$ cat config.mk
export PLATFORM = sky130hd
export DESIGN_NAME = tp_timing_ctrl
export DESIGN_NICKNAME = d
export VERILOG_FILES = /design/src/rtl/tp_timing_pkg.sv /design/src/rtl/tp_dest_mem.sv /design/src/rtl/tp_delay_calc.sv /design/src/rtl/tp_timing_ctrl.sv
export VERILOG_INCLUDE_DIRS = /design/src /design/src/rtl
export SDC_FILE = /design/constraint.sdc
export NUM_CORES = 2
export LEC_CHECK = 0
export ABC_AREA = 1
export BUFFER_PORTS_ARGS = -buffer_cell sky130_fd_sc_hd__buf_2
export CORE_MARGIN = 2
export CORE_UTILIZATION = 60
export CTS_CLUSTER_DIAMETER = 120
export DETAILED_ROUTE_END_ITERATION = 10
export PLACE_DENSITY_LB_ADDON = 0.05
export SLEW_MARGIN = 20
export SYNTH_ARGS = -nofsm -noshare
export SYNTH_HDL_FRONTEND = slang
export SYNTH_SLANG_ARGS = --single-unit
$ cat constraint.sdc
create_clock -name clk -period 18 [get_ports clk]
set_input_delay 3.6 -clock clk [delete_from_list [all_inputs] [get_ports clk]]
set_output_delay 3.6 -clock clk [all_outputs]
set_load 0.005 [all_outputs]
$ cat src/rtl/tp_timing_cfg.svh
`ifndef TP_TIMING_CFG_SVH
`define TP_TIMING_CFG_SVH
// Register byte offsets
`define TP_OFF_CTRL     12'h000
`define TP_OFF_PAR0     12'h004
`define TP_OFF_PAR1     12'h008
`define TP_OFF_PAR2     12'h00c
`define TP_OFF_PAR3     12'h010
`define TP_OFF_DEST     12'h014
`define TP_OFF_EVT      12'h018
`define TP_OFF_STAT     12'h01c
`define TP_OFF_TPVAL    12'h020
`define TP_OFF_RHDVAL   12'h024
`define TP_OFF_ACKSET   12'h028
`define TP_OFF_DLIST    12'h02c
// Control fields
`define TP_CTRL_ENABLE  0
`define TP_CTRL_IMMRTX  1
`define TP_CTRL_RENAD   2
`define TP_CTRL_MAXTX_LSB 4
// Event command codes written to EVT
`define TP_EVT_TX_ACKREQ   4'h1
`define TP_EVT_TX_PLAIN    4'h2
`define TP_EVT_RX_T3       4'h3
`define TP_EVT_RX_T124     4'h4
`define TP_EVT_RX_ACK      4'h5
`define TP_EVT_RX_ACK_UNEX 4'h6
`define TP_EVT_RX_PLAIN    4'h7
`define TP_EVT_CLEAR       4'h0
`define TP_EVT_TX_QUEUE    4'h8
// Tick = 100 ns (tenth of a microsecond) at 100 MHz
`define TP_TICK_NS      100
`define TP_CLK_NS       10
`define TP_TICK_CYC     (`TP_TICK_NS / `TP_CLK_NS)
`define TP_ACK_MULT     5'd15
`define TP_SPECIAL3     8'h03
`define TP_MAXTX_RST    4'h3
`define TP_DEST_N       16
`endif

$ cat src/rtl/tp_timing_pkg.sv
package tp_timing_pkg;
    typedef struct packed {
        logic [15:0] epre;
        logic [15:0] phasing;
        logic [15:0] s;
        logic [15:0] elag;
        logic [15:0] turn;
        logic [15:0] tol;
        logic [15:0] dteack;
        logic [15:0] dteproc;
    } tp_par_t;
    typedef struct packed {
        logic        tp_run;
        logic        nad_ok;
        logic        rtx_req;
        logic        resp_pend;
        logic        tx_done_max;
    } tp_stat_t;
    typedef enum logic [3:0] {
        ST_IDLE = 4'b0001,
        ST_ELAG = 4'b0010,
        ST_TP   = 4'b0100,
        ST_DONE = 4'b1000
    } tp_state_t;
endpackage

$ cat src/rtl/tp_dest_mem.sv
`timescale 1ns/1ps
// Destination address list, registered read
module tp_dest_mem (
    // Clock
    input  wire logic       clk,
    input  wire logic       ce,
    // Write
    input  wire logic       we,
    input  wire logic [3:0] waddr,
    input  wire logic [7:0] wdata,
    // Read
    input  wire logic [3:0] raddr,
    output logic      [7:0] rdata
);
    logic [7:0] mem [0:15];
    always_ff @(posedge clk) begin
        if (ce && we) begin
            mem[waddr] <= wdata;
        end
    end
    always_ff @(posedge clk) begin
        if (ce) begin
            rdata <= mem[raddr];
        end
    end
endmodule

$ cat src/rtl/tp_delay_calc.sv
`timescale 1ns/1ps
`include "tp_timing_cfg.svh"
// Delay arithmetic in ticks; one register stage
module tp_delay_calc (
    // Clock
    input  wire logic                  clk,
    input  wire logic                  rst,
    input  wire logic                  ce,
    // Parameters and counts
    input  wire tp_timing_pkg::tp_par_t par,
    input  wire logic            [4:0] j_cnt,
    input  wire logic            [4:0] pos_i,
    // Results
    output logic                [23:0] rhd0,
    output logic                [23:0] tp_ack,
    output logic                [23:0] tp_plain,
    output logic                [23:0] tp_unexp,
    output logic                [23:0] rhd_i
);
    function automatic logic [23:0] max16(input logic [15:0] a, input logic [15:0] b);
        max16 = (a > b) ? {8'h00, a} : {8'h00, b};
    endfunction
    function automatic logic [23:0] mul(input logic [4:0] n, input logic [23:0] v);
        logic [28:0] p;
        p = n * v;
        mul = p[23:0];
    endfunction
    logic [23:0] base;
    always_comb begin
        base = 24'(par.epre) + 24'(par.phasing) + 24'(par.s) + 24'(par.elag)
             + 24'(par.turn) + 24'(par.tol);
    end
    always_ff @(posedge clk or posedge rst) begin
        if (rst) begin
            rhd0     <= 24'h000000;
            tp_ack   <= 24'h000000;
            tp_plain <= 24'h000000;
            tp_unexp <= 24'h000000;
            rhd_i    <= 24'h000000;
        end else if (ce) begin
            rhd0     <= base;
            tp_ack   <= mul(j_cnt, base) + 24'(par.tol) + max16(par.dteack, par.turn);
            tp_plain <= max16(par.dteproc, par.turn) + 24'(par.tol);
            tp_unexp <= mul(`TP_ACK_MULT, base) + 24'(par.tol) + 24'(par.turn);
            rhd_i    <= mul(5'(pos_i - 5'd1), base) + max16(par.dteack, par.turn)
                      + 24'(par.tol);
        end
    end
endmodule

$ cat src/rtl/tp_timing_ctrl.sv
`timescale 1ns/1ps
`include "tp_timing_cfg.svh"
// Behaviour
// - Access slot waits for timeout end
// - Shared timeout parameters except immediate retransmit
// - Receivers count individual and special 1,2,3
// - Timeout counting starts at end of ELAG
// - Still process Type 1, 2, 4 frames
// - Unexpected frames never pause timers
// - Defer new responses until timeout ends
// - New Type 3 frame restarts timeout procedure
// - Plain data timeout max(DTEPROC,TURN)+TOL unless RE-NAD
// - On acknowledgment check timeout running
// - Else start 15RHD0+TOL+TURN at last bit
// - Non-acknowledgment sends wait for next slot
// - RHD0 is EPRE+PHASING+S+ELAG+TURN+TOL
// - Acked timeout j*RHD0+TOL+max(DTEACK,TURN)
module tp_timing_ctrl (
    // Clock and reset
    input  wire logic        clk,
    input  wire logic        rst,
    input  wire logic        ce,
    // APB slave
    input  wire logic        psel,
    input  wire logic        penable,
    input  wire logic        pwrite,
    input  wire logic [11:0] paddr,
    input  wire logic [31:0] pwdata,
    output logic      [31:0] prdata,
    output logic             pready,
    output logic             pslverr,
    // Link side events
    input  wire logic        elag_end,
    input  wire logic        ack_rx,
    input  wire logic [3:0]  ack_idx,
    input  wire logic        nad_slot,
    // Station controls
    output logic             tp_active,
    output logic             tx_go,
    output logic             rtx_req,
    output logic             resp_go,
    output logic             frame_proc
);
    tp_timing_pkg::tp_par_t   par_r;
    tp_timing_pkg::tp_state_t st_r;
    logic [7:0]  ctrl_r;
    logic [15:0] dest_valid_r;
    logic [15:0] acked_r;
    logic [3:0]  dest_cnt_r;
    logic [4:0]  pos_i_r;
    logic [3:0]  txcnt_r;
    logic [23:0] tp_cnt_r;
    logic [23:0] tp_load_r;
    logic [3:0]  tick_r;
    logic        await_ack_r;
    logic        resp_pend_r;
    logic        tx_pend_r;
    logic        expired_r;
    logic [4:0]  j_cnt;
    logic [23:0] rhd0;
    logic [23:0] tp_ack;
    logic [23:0] tp_plain;
    logic [23:0] tp_unexp;
    logic [23:0] rhd_i;
    logic [7:0]  mem_rdata;
    logic [3:0]  mem_raddr_r;
    logic        wr;
    logic        rd;
    logic        evt_wr;
    logic [3:0]  evt;
    logic        tick;
    logic        all_acked;
    logic        evt_clear;
    logic        evt_queue;
    logic        evt_t124;
    tp_timing_pkg::tp_stat_t stat;

    // Zero wait state slave
    assign wr     = psel && penable && pwrite;
    assign rd     = psel && !penable && !pwrite;
    assign evt_wr = wr && (paddr == `TP_OFF_EVT);
    assign evt    = pwdata[3:0];
    assign tick   = (tick_r == 4'(`TP_TICK_CYC - 1));
    assign all_acked = ((acked_r | ~dest_valid_r) == 16'hffff);

    // One decode for the clear, queue and Type 1,2,4 strobes; a wrong code stays in one place
    function automatic logic is_evt(input logic s, input logic [3:0] c, input logic [3:0] k);
        is_evt = s && (c == k);
    endfunction

    assign evt_clear = is_evt(evt_wr, evt, `TP_EVT_CLEAR);
    assign evt_queue = is_evt(evt_wr, evt, `TP_EVT_TX_QUEUE);
    assign evt_t124  = is_evt(evt_wr, evt, `TP_EVT_RX_T124);

    // Sender count: special 3 never counted; 1,2 always
    always_comb begin
        j_cnt = 5'(dest_cnt_r);
    end

    tp_dest_mem u_mem (
        .clk   (clk),
        .ce    (ce),
        .we    (wr && paddr == `TP_OFF_DLIST),
        .waddr (pwdata[11:8]),
        .wdata (pwdata[7:0]),
        .raddr (mem_raddr_r),
        .rdata (mem_rdata)
    );

    tp_delay_calc u_calc (
        .clk      (clk),
        .rst      (rst),
        .ce       (ce),
        .par      (par_r),
        .j_cnt    (j_cnt),
        .pos_i    (pos_i_r),
        .rhd0     (rhd0),
        .tp_ack   (tp_ack),
        .tp_plain (tp_plain),
        .tp_unexp (tp_unexp),
        .rhd_i    (rhd_i)
    );

    // Parameter and control registers; one set per subnet
    always_ff @(posedge clk or posedge rst) begin
        if (rst) begin
            ctrl_r  <= {`TP_MAXTX_RST, 4'h1};
            par_r   <= '0;
            pos_i_r <= 5'd1;
        end else if (ce && wr) begin
            case (paddr)
                `TP_OFF_CTRL: ctrl_r <= pwdata[7:0];
                `TP_OFF_PAR0: {par_r.epre, par_r.phasing} <= pwdata;
                `TP_OFF_PAR1: {par_r.s, par_r.elag} <= pwdata;
                `TP_OFF_PAR2: {par_r.turn, par_r.tol} <= pwdata;
                `TP_OFF_PAR3: {par_r.dteack, par_r.dteproc} <= pwdata;
                `TP_OFF_DEST: pos_i_r <= pwdata[4:0];
                default: ;
            endcase
        end
    end

    // Destination list: sender excludes special address 3
    always_ff @(posedge clk or posedge rst) begin
        if (rst) begin
            dest_valid_r <= 16'h0000;
            dest_cnt_r   <= 4'h0;
        end else if (ce && wr && paddr == `TP_OFF_DLIST) begin
            if (pwdata[7:0] == `TP_SPECIAL3 && !pwdata[16]) begin
                dest_valid_r[pwdata[11:8]] <= 1'b0;
            end else begin
                dest_valid_r[pwdata[11:8]] <= 1'b1;
                dest_cnt_r <= dest_cnt_r + 4'h1;
            end
        // Count wraps if all sixteen slots are used
        end else if (ce && evt_clear) begin
            dest_valid_r <= 16'h0000;
            dest_cnt_r   <= 4'h0;
        end
    end

    // Acknowledgment bookkeeping; pruned list before retransmit
    always_ff @(posedge clk or posedge rst) begin
        if (rst) begin
            acked_r <= 16'h0000;
        end else if (ce) begin
            // Late acknowledgments after the run are ignored
            if (ack_rx && await_ack_r) begin
                acked_r[ack_idx] <= 1'b1;
            end else if (evt_clear) begin
                acked_r <= 16'h0000;
            end
        end
    end

    // Free-running tick; a run may end up to one tick early
    always_ff @(posedge clk or posedge rst) begin
        if (rst) begin
            tick_r <= 4'h0;
        end else if (ce) begin
            tick_r <= tick ? 4'h0 : tick_r + 4'h1;
        end
    end

    // Timeout procedure
    always_ff @(posedge clk or posedge rst) begin
        if (rst) begin
            st_r        <= tp_timing_pkg::ST_IDLE;
            tp_cnt_r    <= 24'h000000;
            tp_load_r   <= 24'h000000;
            await_ack_r <= 1'b0;
            expired_r   <= 1'b0;
        end else if (ce) begin
            expired_r <= 1'b0;
            if (ce && evt_wr && (evt == `TP_EVT_TX_ACKREQ || evt == `TP_EVT_RX_T3)) begin
                st_r        <= tp_timing_pkg::ST_ELAG;
                tp_load_r   <= tp_ack;
                await_ack_r <= (evt == `TP_EVT_TX_ACKREQ);
            end else if (evt_wr && evt == `TP_EVT_RX_ACK_UNEX) begin
                st_r      <= tp_timing_pkg::ST_TP;
                tp_cnt_r  <= tp_unexp;
                await_ack_r <= 1'b0;
            end else if (evt_wr && evt == `TP_EVT_RX_ACK
                         && st_r == tp_timing_pkg::ST_IDLE) begin
                st_r     <= tp_timing_pkg::ST_TP;
                tp_cnt_r <= tp_unexp;
            end else if (evt_wr && !ctrl_r[`TP_CTRL_RENAD]
                         && (evt == `TP_EVT_TX_PLAIN || evt == `TP_EVT_RX_PLAIN)
                         && st_r == tp_timing_pkg::ST_IDLE) begin
                st_r      <= tp_timing_pkg::ST_ELAG;
                tp_load_r <= tp_plain;
            end else begin
                case (st_r)
                    tp_timing_pkg::ST_IDLE: ;
                    tp_timing_pkg::ST_ELAG: begin
                        if (elag_end) begin
                            st_r     <= tp_timing_pkg::ST_TP;
                            tp_cnt_r <= tp_load_r;
                        end
                    end
                    tp_timing_pkg::ST_TP: begin
                        if (await_ack_r && all_acked) begin
                            st_r <= tp_timing_pkg::ST_DONE;
                        end else if (tp_cnt_r == 24'h000000) begin
                            st_r      <= tp_timing_pkg::ST_DONE;
                            expired_r <= await_ack_r;
                        end else if (tick) begin
                            tp_cnt_r <= tp_cnt_r - 24'h000001;
                        end
                    end
                    tp_timing_pkg::ST_DONE: begin
                        st_r        <= tp_timing_pkg::ST_IDLE;
                        await_ack_r <= 1'b0;
                    end
                    default: st_r <= tp_timing_pkg::ST_IDLE;
                endcase
            end
        end
    end

    // Transmission count and retransmit request
    always_ff @(posedge clk or posedge rst) begin
        if (rst) begin
            txcnt_r <= 4'h0;
            rtx_req <= 1'b0;
        end else if (ce) begin
            if (evt_wr && evt == `TP_EVT_TX_ACKREQ) begin
                txcnt_r <= txcnt_r + 4'h1;
                rtx_req <= 1'b0;
            end else if (evt_clear) begin
                txcnt_r <= 4'h0;
                rtx_req <= 1'b0;
            end else if (expired_r && txcnt_r < ctrl_r[7:4]) begin
                rtx_req <= 1'b1;
            end
        end
    end

    // Deferred response and queued transmit; transmit slot gated
    always_ff @(posedge clk or posedge rst) begin
        if (rst) begin
            resp_pend_r <= 1'b0;
            tx_pend_r   <= 1'b0;
            resp_go     <= 1'b0;
            tx_go       <= 1'b0;
            frame_proc  <= 1'b0;
            tp_active   <= 1'b0;
        end else if (ce) begin
            // Done counts as over, so launch and retransmit never overlap a run
            tp_active  <= (st_r != tp_timing_pkg::ST_IDLE) && (st_r != tp_timing_pkg::ST_DONE);
            frame_proc <= evt_t124;
            resp_go    <= 1'b0;
            tx_go      <= 1'b0;
            if (evt_t124) begin
                resp_pend_r <= 1'b1;
            end else if (resp_pend_r && st_r == tp_timing_pkg::ST_IDLE) begin
                resp_pend_r <= 1'b0;
                resp_go     <= 1'b1;
            end
            if (evt_queue) begin
                tx_pend_r <= 1'b1;
            end else if (tx_pend_r && st_r == tp_timing_pkg::ST_IDLE
                         && nad_slot && ctrl_r[`TP_CTRL_ENABLE]) begin
                tx_pend_r <= 1'b0;
                tx_go     <= 1'b1;
            end
        end
    end

    // Status summary; upper bits of the status word
    always_comb begin
        stat.tp_run      = (st_r != tp_timing_pkg::ST_IDLE);
        stat.nad_ok      = tx_pend_r && (st_r == tp_timing_pkg::ST_IDLE);
        stat.rtx_req     = rtx_req;
        stat.resp_pend   = resp_pend_r;
        stat.tx_done_max = (txcnt_r >= ctrl_r[7:4]);
    end

    // Read data; prepared in setup phase
    // Unmapped writes are dropped silently; reads flag an error
    always_ff @(posedge clk or posedge rst) begin
        if (rst) begin
            prdata      <= 32'h00000000;
            pready      <= 1'b0;
            pslverr     <= 1'b0;
            mem_raddr_r <= 4'h0;
        end else if (ce) begin
            pready  <= psel && !penable;
            pslverr <= 1'b0;
            if (rd) begin
                case (paddr)
                    `TP_OFF_CTRL:   prdata <= {24'h000000, ctrl_r};
                    `TP_OFF_PAR0:   prdata <= {par_r.epre, par_r.phasing};
                    `TP_OFF_PAR1:   prdata <= {par_r.s, par_r.elag};
                    `TP_OFF_PAR2:   prdata <= {par_r.turn, par_r.tol};
                    `TP_OFF_PAR3:   prdata <= {par_r.dteack, par_r.dteproc};
                    `TP_OFF_DEST:   prdata <= {27'h0000000, pos_i_r};
                    `TP_OFF_STAT:   prdata <= {15'h0000, stat, txcnt_r, st_r, rtx_req,
                                              resp_pend_r, tx_pend_r, await_ack_r};
                    `TP_OFF_TPVAL:  prdata <= {8'h00, tp_cnt_r};
                    `TP_OFF_RHDVAL: prdata <= {8'h00, rhd_i};
                    `TP_OFF_ACKSET: prdata <= {dest_valid_r, acked_r};
                    `TP_OFF_DLIST:  prdata <= {24'h000000, mem_rdata};
                    default: begin
                        prdata  <= 32'h00000000;
                        pslverr <= 1'b1;
                    end
                endcase
            end
            if (wr && paddr == `TP_OFF_DEST) begin
                mem_raddr_r <= pwdata[11:8];
            end
        end
    end
endmodule

==> flow_metrics.env <==
export IMPL_synth_xor_xnor_area_share_pct=1.094
export IMPL_grt_usage_pct=41.77
export IMPL_power_frac_comb_pct=6.1
export IMPL_avgViaCountPerCell=6.002
export IMPL_critical_path_slowest_cell="sky130_fd_sc_hd__fa_1"
export IMPL_placement_cell_area_um2=39610
export IMPL_post_route_cells_drive_above_1_share_pct=6.002
export IMPL_cts_buffers=57
export IMPL_vias=34420
export IMPL_synth_mux_area_share_pct=0.8337
export IMPL_wire_per_inst_um=23.82
export IMPL_rows=92
export IMPL_globalRoute_totalOverflow=0
export IMPL_finalInstanceArea_um2=41530
export IMPL_power_per_cell_area_nw_per_um2=62.02
export IMPL_max_slew_margin_rel_pct=26.38
export IMPL_regToRegSetupSlack_ns=8.30
export IMPL_start_util_pct=60.80
export IMPL_place_gp_congestion=1.047
export IMPL_async_flop_share_pct=73.28
export IMPL_insertion_delay_ns=0.65
export IMPL_yosysWarningCount=0
export IMPL_vdd_ir_drop_max_v=0.0001171
export IMPL_final_period_utilization_pct=53.88
export IMPL_first_pass_grt_wire_length_um=205900
export IMPL_firstDrtPassIters=9
export IMPL_critical_path_top_cell_by_count="sky130_fd_sc_hd__fa_1"
export IMPL_timing_final_setup_violations=0
export IMPL_place_detailed_hpwl_um=107200
export IMPL_critPathTopFamily="adder cells"
export IMPL_cellInternalPower_mw=1.938
export IMPL_maxClockFrequency_ghz=0.1031
export IMPL_via_count_of_the_first_global_routing_pass=33290
export IMPL_crit_reg2reg_launch="par_r[96]"
export IMPL_synth_enable_flop_cells=136
export IMPL_tightest_slew_ns=1.104
export IMPL_first_iter_violations=4005
export IMPL_rr_worst_depth=38
export IMPL_final_hold_viol_count=0
export IMPL_static_leakage_power_nw=20.88
export IMPL_syn_inst=4800
export IMPL_drt_drc_violations_left=0
export IMPL_min_tclk_post_route_ns=9.699
export IMPL_die_width_um=257.1
export IMPL_cts_resized=0
export IMPL_cts_root_buf="sky130_fd_sc_hd__clkbuf_16"
export IMPL_clock_power_share_pct=46.6
export IMPL_post_synth_fa_ha_maj_area_fraction_pct=20.41
export IMPL_compound_gate_portion_of_the_synthesized_area_pct=11.97
export IMPL_h_tree_depth=2
export IMPL_outcome="completed"
export IMPL_path_clk_slew_ns=0.07
export IMPL_antenna_violating_nets_post_route=0
export IMPL_sum_of_negative_setup_slack_ns=0
export IMPL_floorplan_die_area_um2=66080
export IMPL_floorplan_io_pins=96
export IMPL_seq_power_share_pct=47.3
export IMPL_synthSimpleGateAreaFrac_pct=21.66
export IMPL_worst_hold_path_endpoint="prdata[19]"
export IMPL_worst_hold_path_num_cells=2
export IMPL_numClockSinks=509
export IMPL_clock_tree_buffer_depth=3
export IMPL_power_switching_mw=0.6385
export IMPL_startpoint_type="flop"
export IMPL_clock_skew_final_ns=0.04652
export IMPL_largest_net_degree_at_the_start_of_global_routing=100
export IMPL_grt_antenna_before_repair=16
export IMPL_worstSetupPathType="reg -> reg"
export IMPL_crit_required_ns=18.55
export IMPL_worstPathArrival_ns=10.25
export IMPL_synth_distinct_cells=55
export IMPL_critical_path_buf_inv_count=7
export IMPL_timing_critical_path_slowest_cell_delay_ns=0.52
export IMPL_placement_io_buffers=95
export IMPL_tritoncts_clock_tree="yes"
export IMPL_timing_max_cap_violations=0
export IMPL_syn_num_nets=5326
export IMPL_synth_top_family_by_area="simple AND/OR/NAND/NOR gates"
export IMPL_rsz0062_at_grt="no"
export IMPL_drt_wl_total_um=136600
export IMPL_critical_path_peak_fanout=10
export IMPL_area_growth_synth_to_final_pct=8.099
export IMPL_proportion_of_total_power_due_to_net_switching_pct=24.79
export IMPL_placeableCoreArea_um2=63200
export IMPL_worstReg2RegEnd="u_calc.rhd_i[19]"
export IMPL_cts_hold_buf=0
export IMPL_synth_cell_area_um2=38420
export IMPL_syn_area_per_cell_um2=8.005
export IMPL_timing_hold_worst_class="reg -> reg"
export IMPL_yosys_register_bits=509
export IMPL_min_from="prdata[19]"
export IMPL_endpoint_kind="flop"
export IMPL_post_cts_setup_buffer_count=0
export IMPL_finish_utilization_pct=65.72
export IMPL_synth_seq_area_share_pct=34.94
export IMPL_net_count_final=5366
export IMPL_die_h_um=257.1
export IMPL_finalMaxSlewViolations=0
export IMPL_synth_top_flop_cell="sky130_fd_sc_hd__dfrtp_1"
==> power groups by stage <==
stage | combinational (mW) | clock (mW) | sequential (mW)
finish | 0.157 | 1.20 | 1.22
global route | 0.173 | 1.25 | 1.22
CTS | 0.154 | 1.20 | 1.22
detailed placement | 0.154 | 0 | 1.24
global placement | 0.151 | 0 | 1.24
floorplan | 0.0943 | 0 | 1.23
==> worst reg2reg max path: cells and delay by family, from the launching register on <==
family,cells,cell delay [ns]
compound gates,7,2.13
xor+xnor,1,0.20
fa+ha+maj,11,4.72
buf+inv,7,0.58
flops,1,0.38
simple gates,12,1.58
==> Yosys cell counts, types with 54 or more instances <==
cell,number,area [um2]
sky130_fd_sc_hd__a21oi_1,214,1071
sky130_fd_sc_hd__dfrtp_1,368,9209
sky130_fd_sc_hd__clkbuf_1,107,401.6
sky130_fd_sc_hd__inv_1,754,2830
sky130_fd_sc_hd__o21ai_0,433,2167
sky130_fd_sc_hd__fa_1,263,5265
sky130_fd_sc_hd__edfxtp_1,136,4084
sky130_fd_sc_hd__o22ai_1,54,337.8
sky130_fd_sc_hd__nand3_1,299,1496
sky130_fd_sc_hd__ha_1,206,2577
sky130_fd_sc_hd__nor2_1,350,1314
sky130_fd_sc_hd__nand2_1,1187,4456
==> sequential cells by signal, summed over array words and instances, names as in the netlist, 5 cells and up <==
register / count
u_mem.rdata: 8
u_calc.tp_ack: 24
tp_cnt_r: 24
tp_load_r: 24
ctrl_r: 8
pos_i_r: 5
u_mem.mem: 128
acked_r: 16
par_r: 128
u_calc.rhd_i: 24
u_calc.tp_plain: 17
prdata: 32
dest_valid_r: 16
u_calc.tp_unexp: 24
==> metrics by stage <==
stage          power, mW  worst slack [ns]  hold WS [ns]  std cells
2_1_floorplan      1.328             4.049        0.4422       4800
3_3_place_gp       1.391             8.617        0.4582       5627
3_5_place_dp       1.393             8.447        0.4598       5627
4_1_cts            2.575             8.437        0.4762       5728
5_1_grt            2.640             7.724        0.4955       5728
6_report           2.576             8.301        0.4733       5734
==> how the worst max path moves through the flow <==
stage	from	endpoint	slack (ns)	depth (start not counted)
after floorplan	rst	acked_r[0]	4.05	1
after global placement	par_r[112]	u_calc.rhd_i[19]	8.62	38
after detailed placement	par_r[96]	u_calc.rhd_i[19]	8.45	38
after CTS	par_r[96]	u_calc.rhd_i[19]	8.44	38
after global routing	par_r[96]	u_calc.rhd_i[19]	7.72	38
final	par_r[96]	u_calc.rhd_i[19]	8.30	38
==> per-layer routing <==
metal | vias up | GRT usage, % | share of wire, %
li1 | 15580 | - | -
met1 | 16380 | 57.31 | 40
met2 | 2024 | 61.72 | 42
met3 | 417 | 9.821 | 11
met4 | 12 | 22.38 | 6.4
met5 | - | 0 | 0.066
==> logic make-up (layout without fill, tap and decap cells) <==
family          Yosys count  count (layout)
compound gates          835             835
xor+xnor                 48              48
fa+ha+maj               469             469
buf+inv                 913             995
flops                   509             509
mux                      32              32
other cells               0               6
simple gates           1994            1994
==> cell usage in the layout, fill, tap and decap left out, types with 5 or more instances in the layout <==
cell type / instances
sky130_fd_sc_hd__nand2_1: 1185
sky130_fd_sc_hd__inv_1: 752
sky130_fd_sc_hd__o21ai_0: 433
sky130_fd_sc_hd__dfrtp_1: 367
sky130_fd_sc_hd__nor2_1: 349
sky130_fd_sc_hd__nand3_1: 297
sky130_fd_sc_hd__fa_1: 263
sky130_fd_sc_hd__a21oi_1: 214
sky130_fd_sc_hd__ha_1: 206
sky130_fd_sc_hd__edfxtp_1: 136
sky130_fd_sc_hd__buf_2: 94
sky130_fd_sc_hd__clkbuf_16: 58
sky130_fd_sc_hd__o22ai_1: 54
sky130_fd_sc_hd__nand4_1: 53
sky130_fd_sc_hd__o211ai_1: 43
sky130_fd_sc_hd__mux2i_1: 32
sky130_fd_sc_hd__buf_4: 31
sky130_fd_sc_hd__nor3_1: 28
sky130_fd_sc_hd__xor2_1: 24
sky130_fd_sc_hd__a31oi_1: 23
sky130_fd_sc_hd__xnor2_1: 23
sky130_fd_sc_hd__or2_2: 20
sky130_fd_sc_hd__nand3b_1: 18
sky130_fd_sc_hd__o21bai_1: 18
sky130_fd_sc_hd__clkinv_1: 13
sky130_fd_sc_hd__clkinv_2: 13
sky130_fd_sc_hd__nand2_2: 12
sky130_fd_sc_hd__o21a_1: 12
sky130_fd_sc_hd__nor2_2: 10
sky130_fd_sc_hd__a21o_1: 9
sky130_fd_sc_hd__clkbuf_1: 8
sky130_fd_sc_hd__diode_2: 6
sky130_fd_sc_hd__inv_2: 6
sky130_fd_sc_hd__bufinv_16: 6
sky130_fd_sc_hd__o31ai_2: 5
sky130_fd_sc_hd__nor4_1: 5
sky130_fd_sc_hd__a21boi_0: 5
sky130_fd_sc_hd__a211oi_1: 5
sky130_fd_sc_hd__clkbuf_8: 5
sky130_fd_sc_hd__dfstp_2: 5
==> final cells by class <==
class                      instances  area (um2)
antenna                            6       15.01
clock buffer                      71        1550
clock inverter                    30       350.3
fill                            5527       21660
inverter                         769        2894
multi-input combinational       3378       21530
sequential                       509       13430
tap                              846        1059
timing repair buffer             125       703.2
Note: power is estimated with default switching activity, not from simulation.
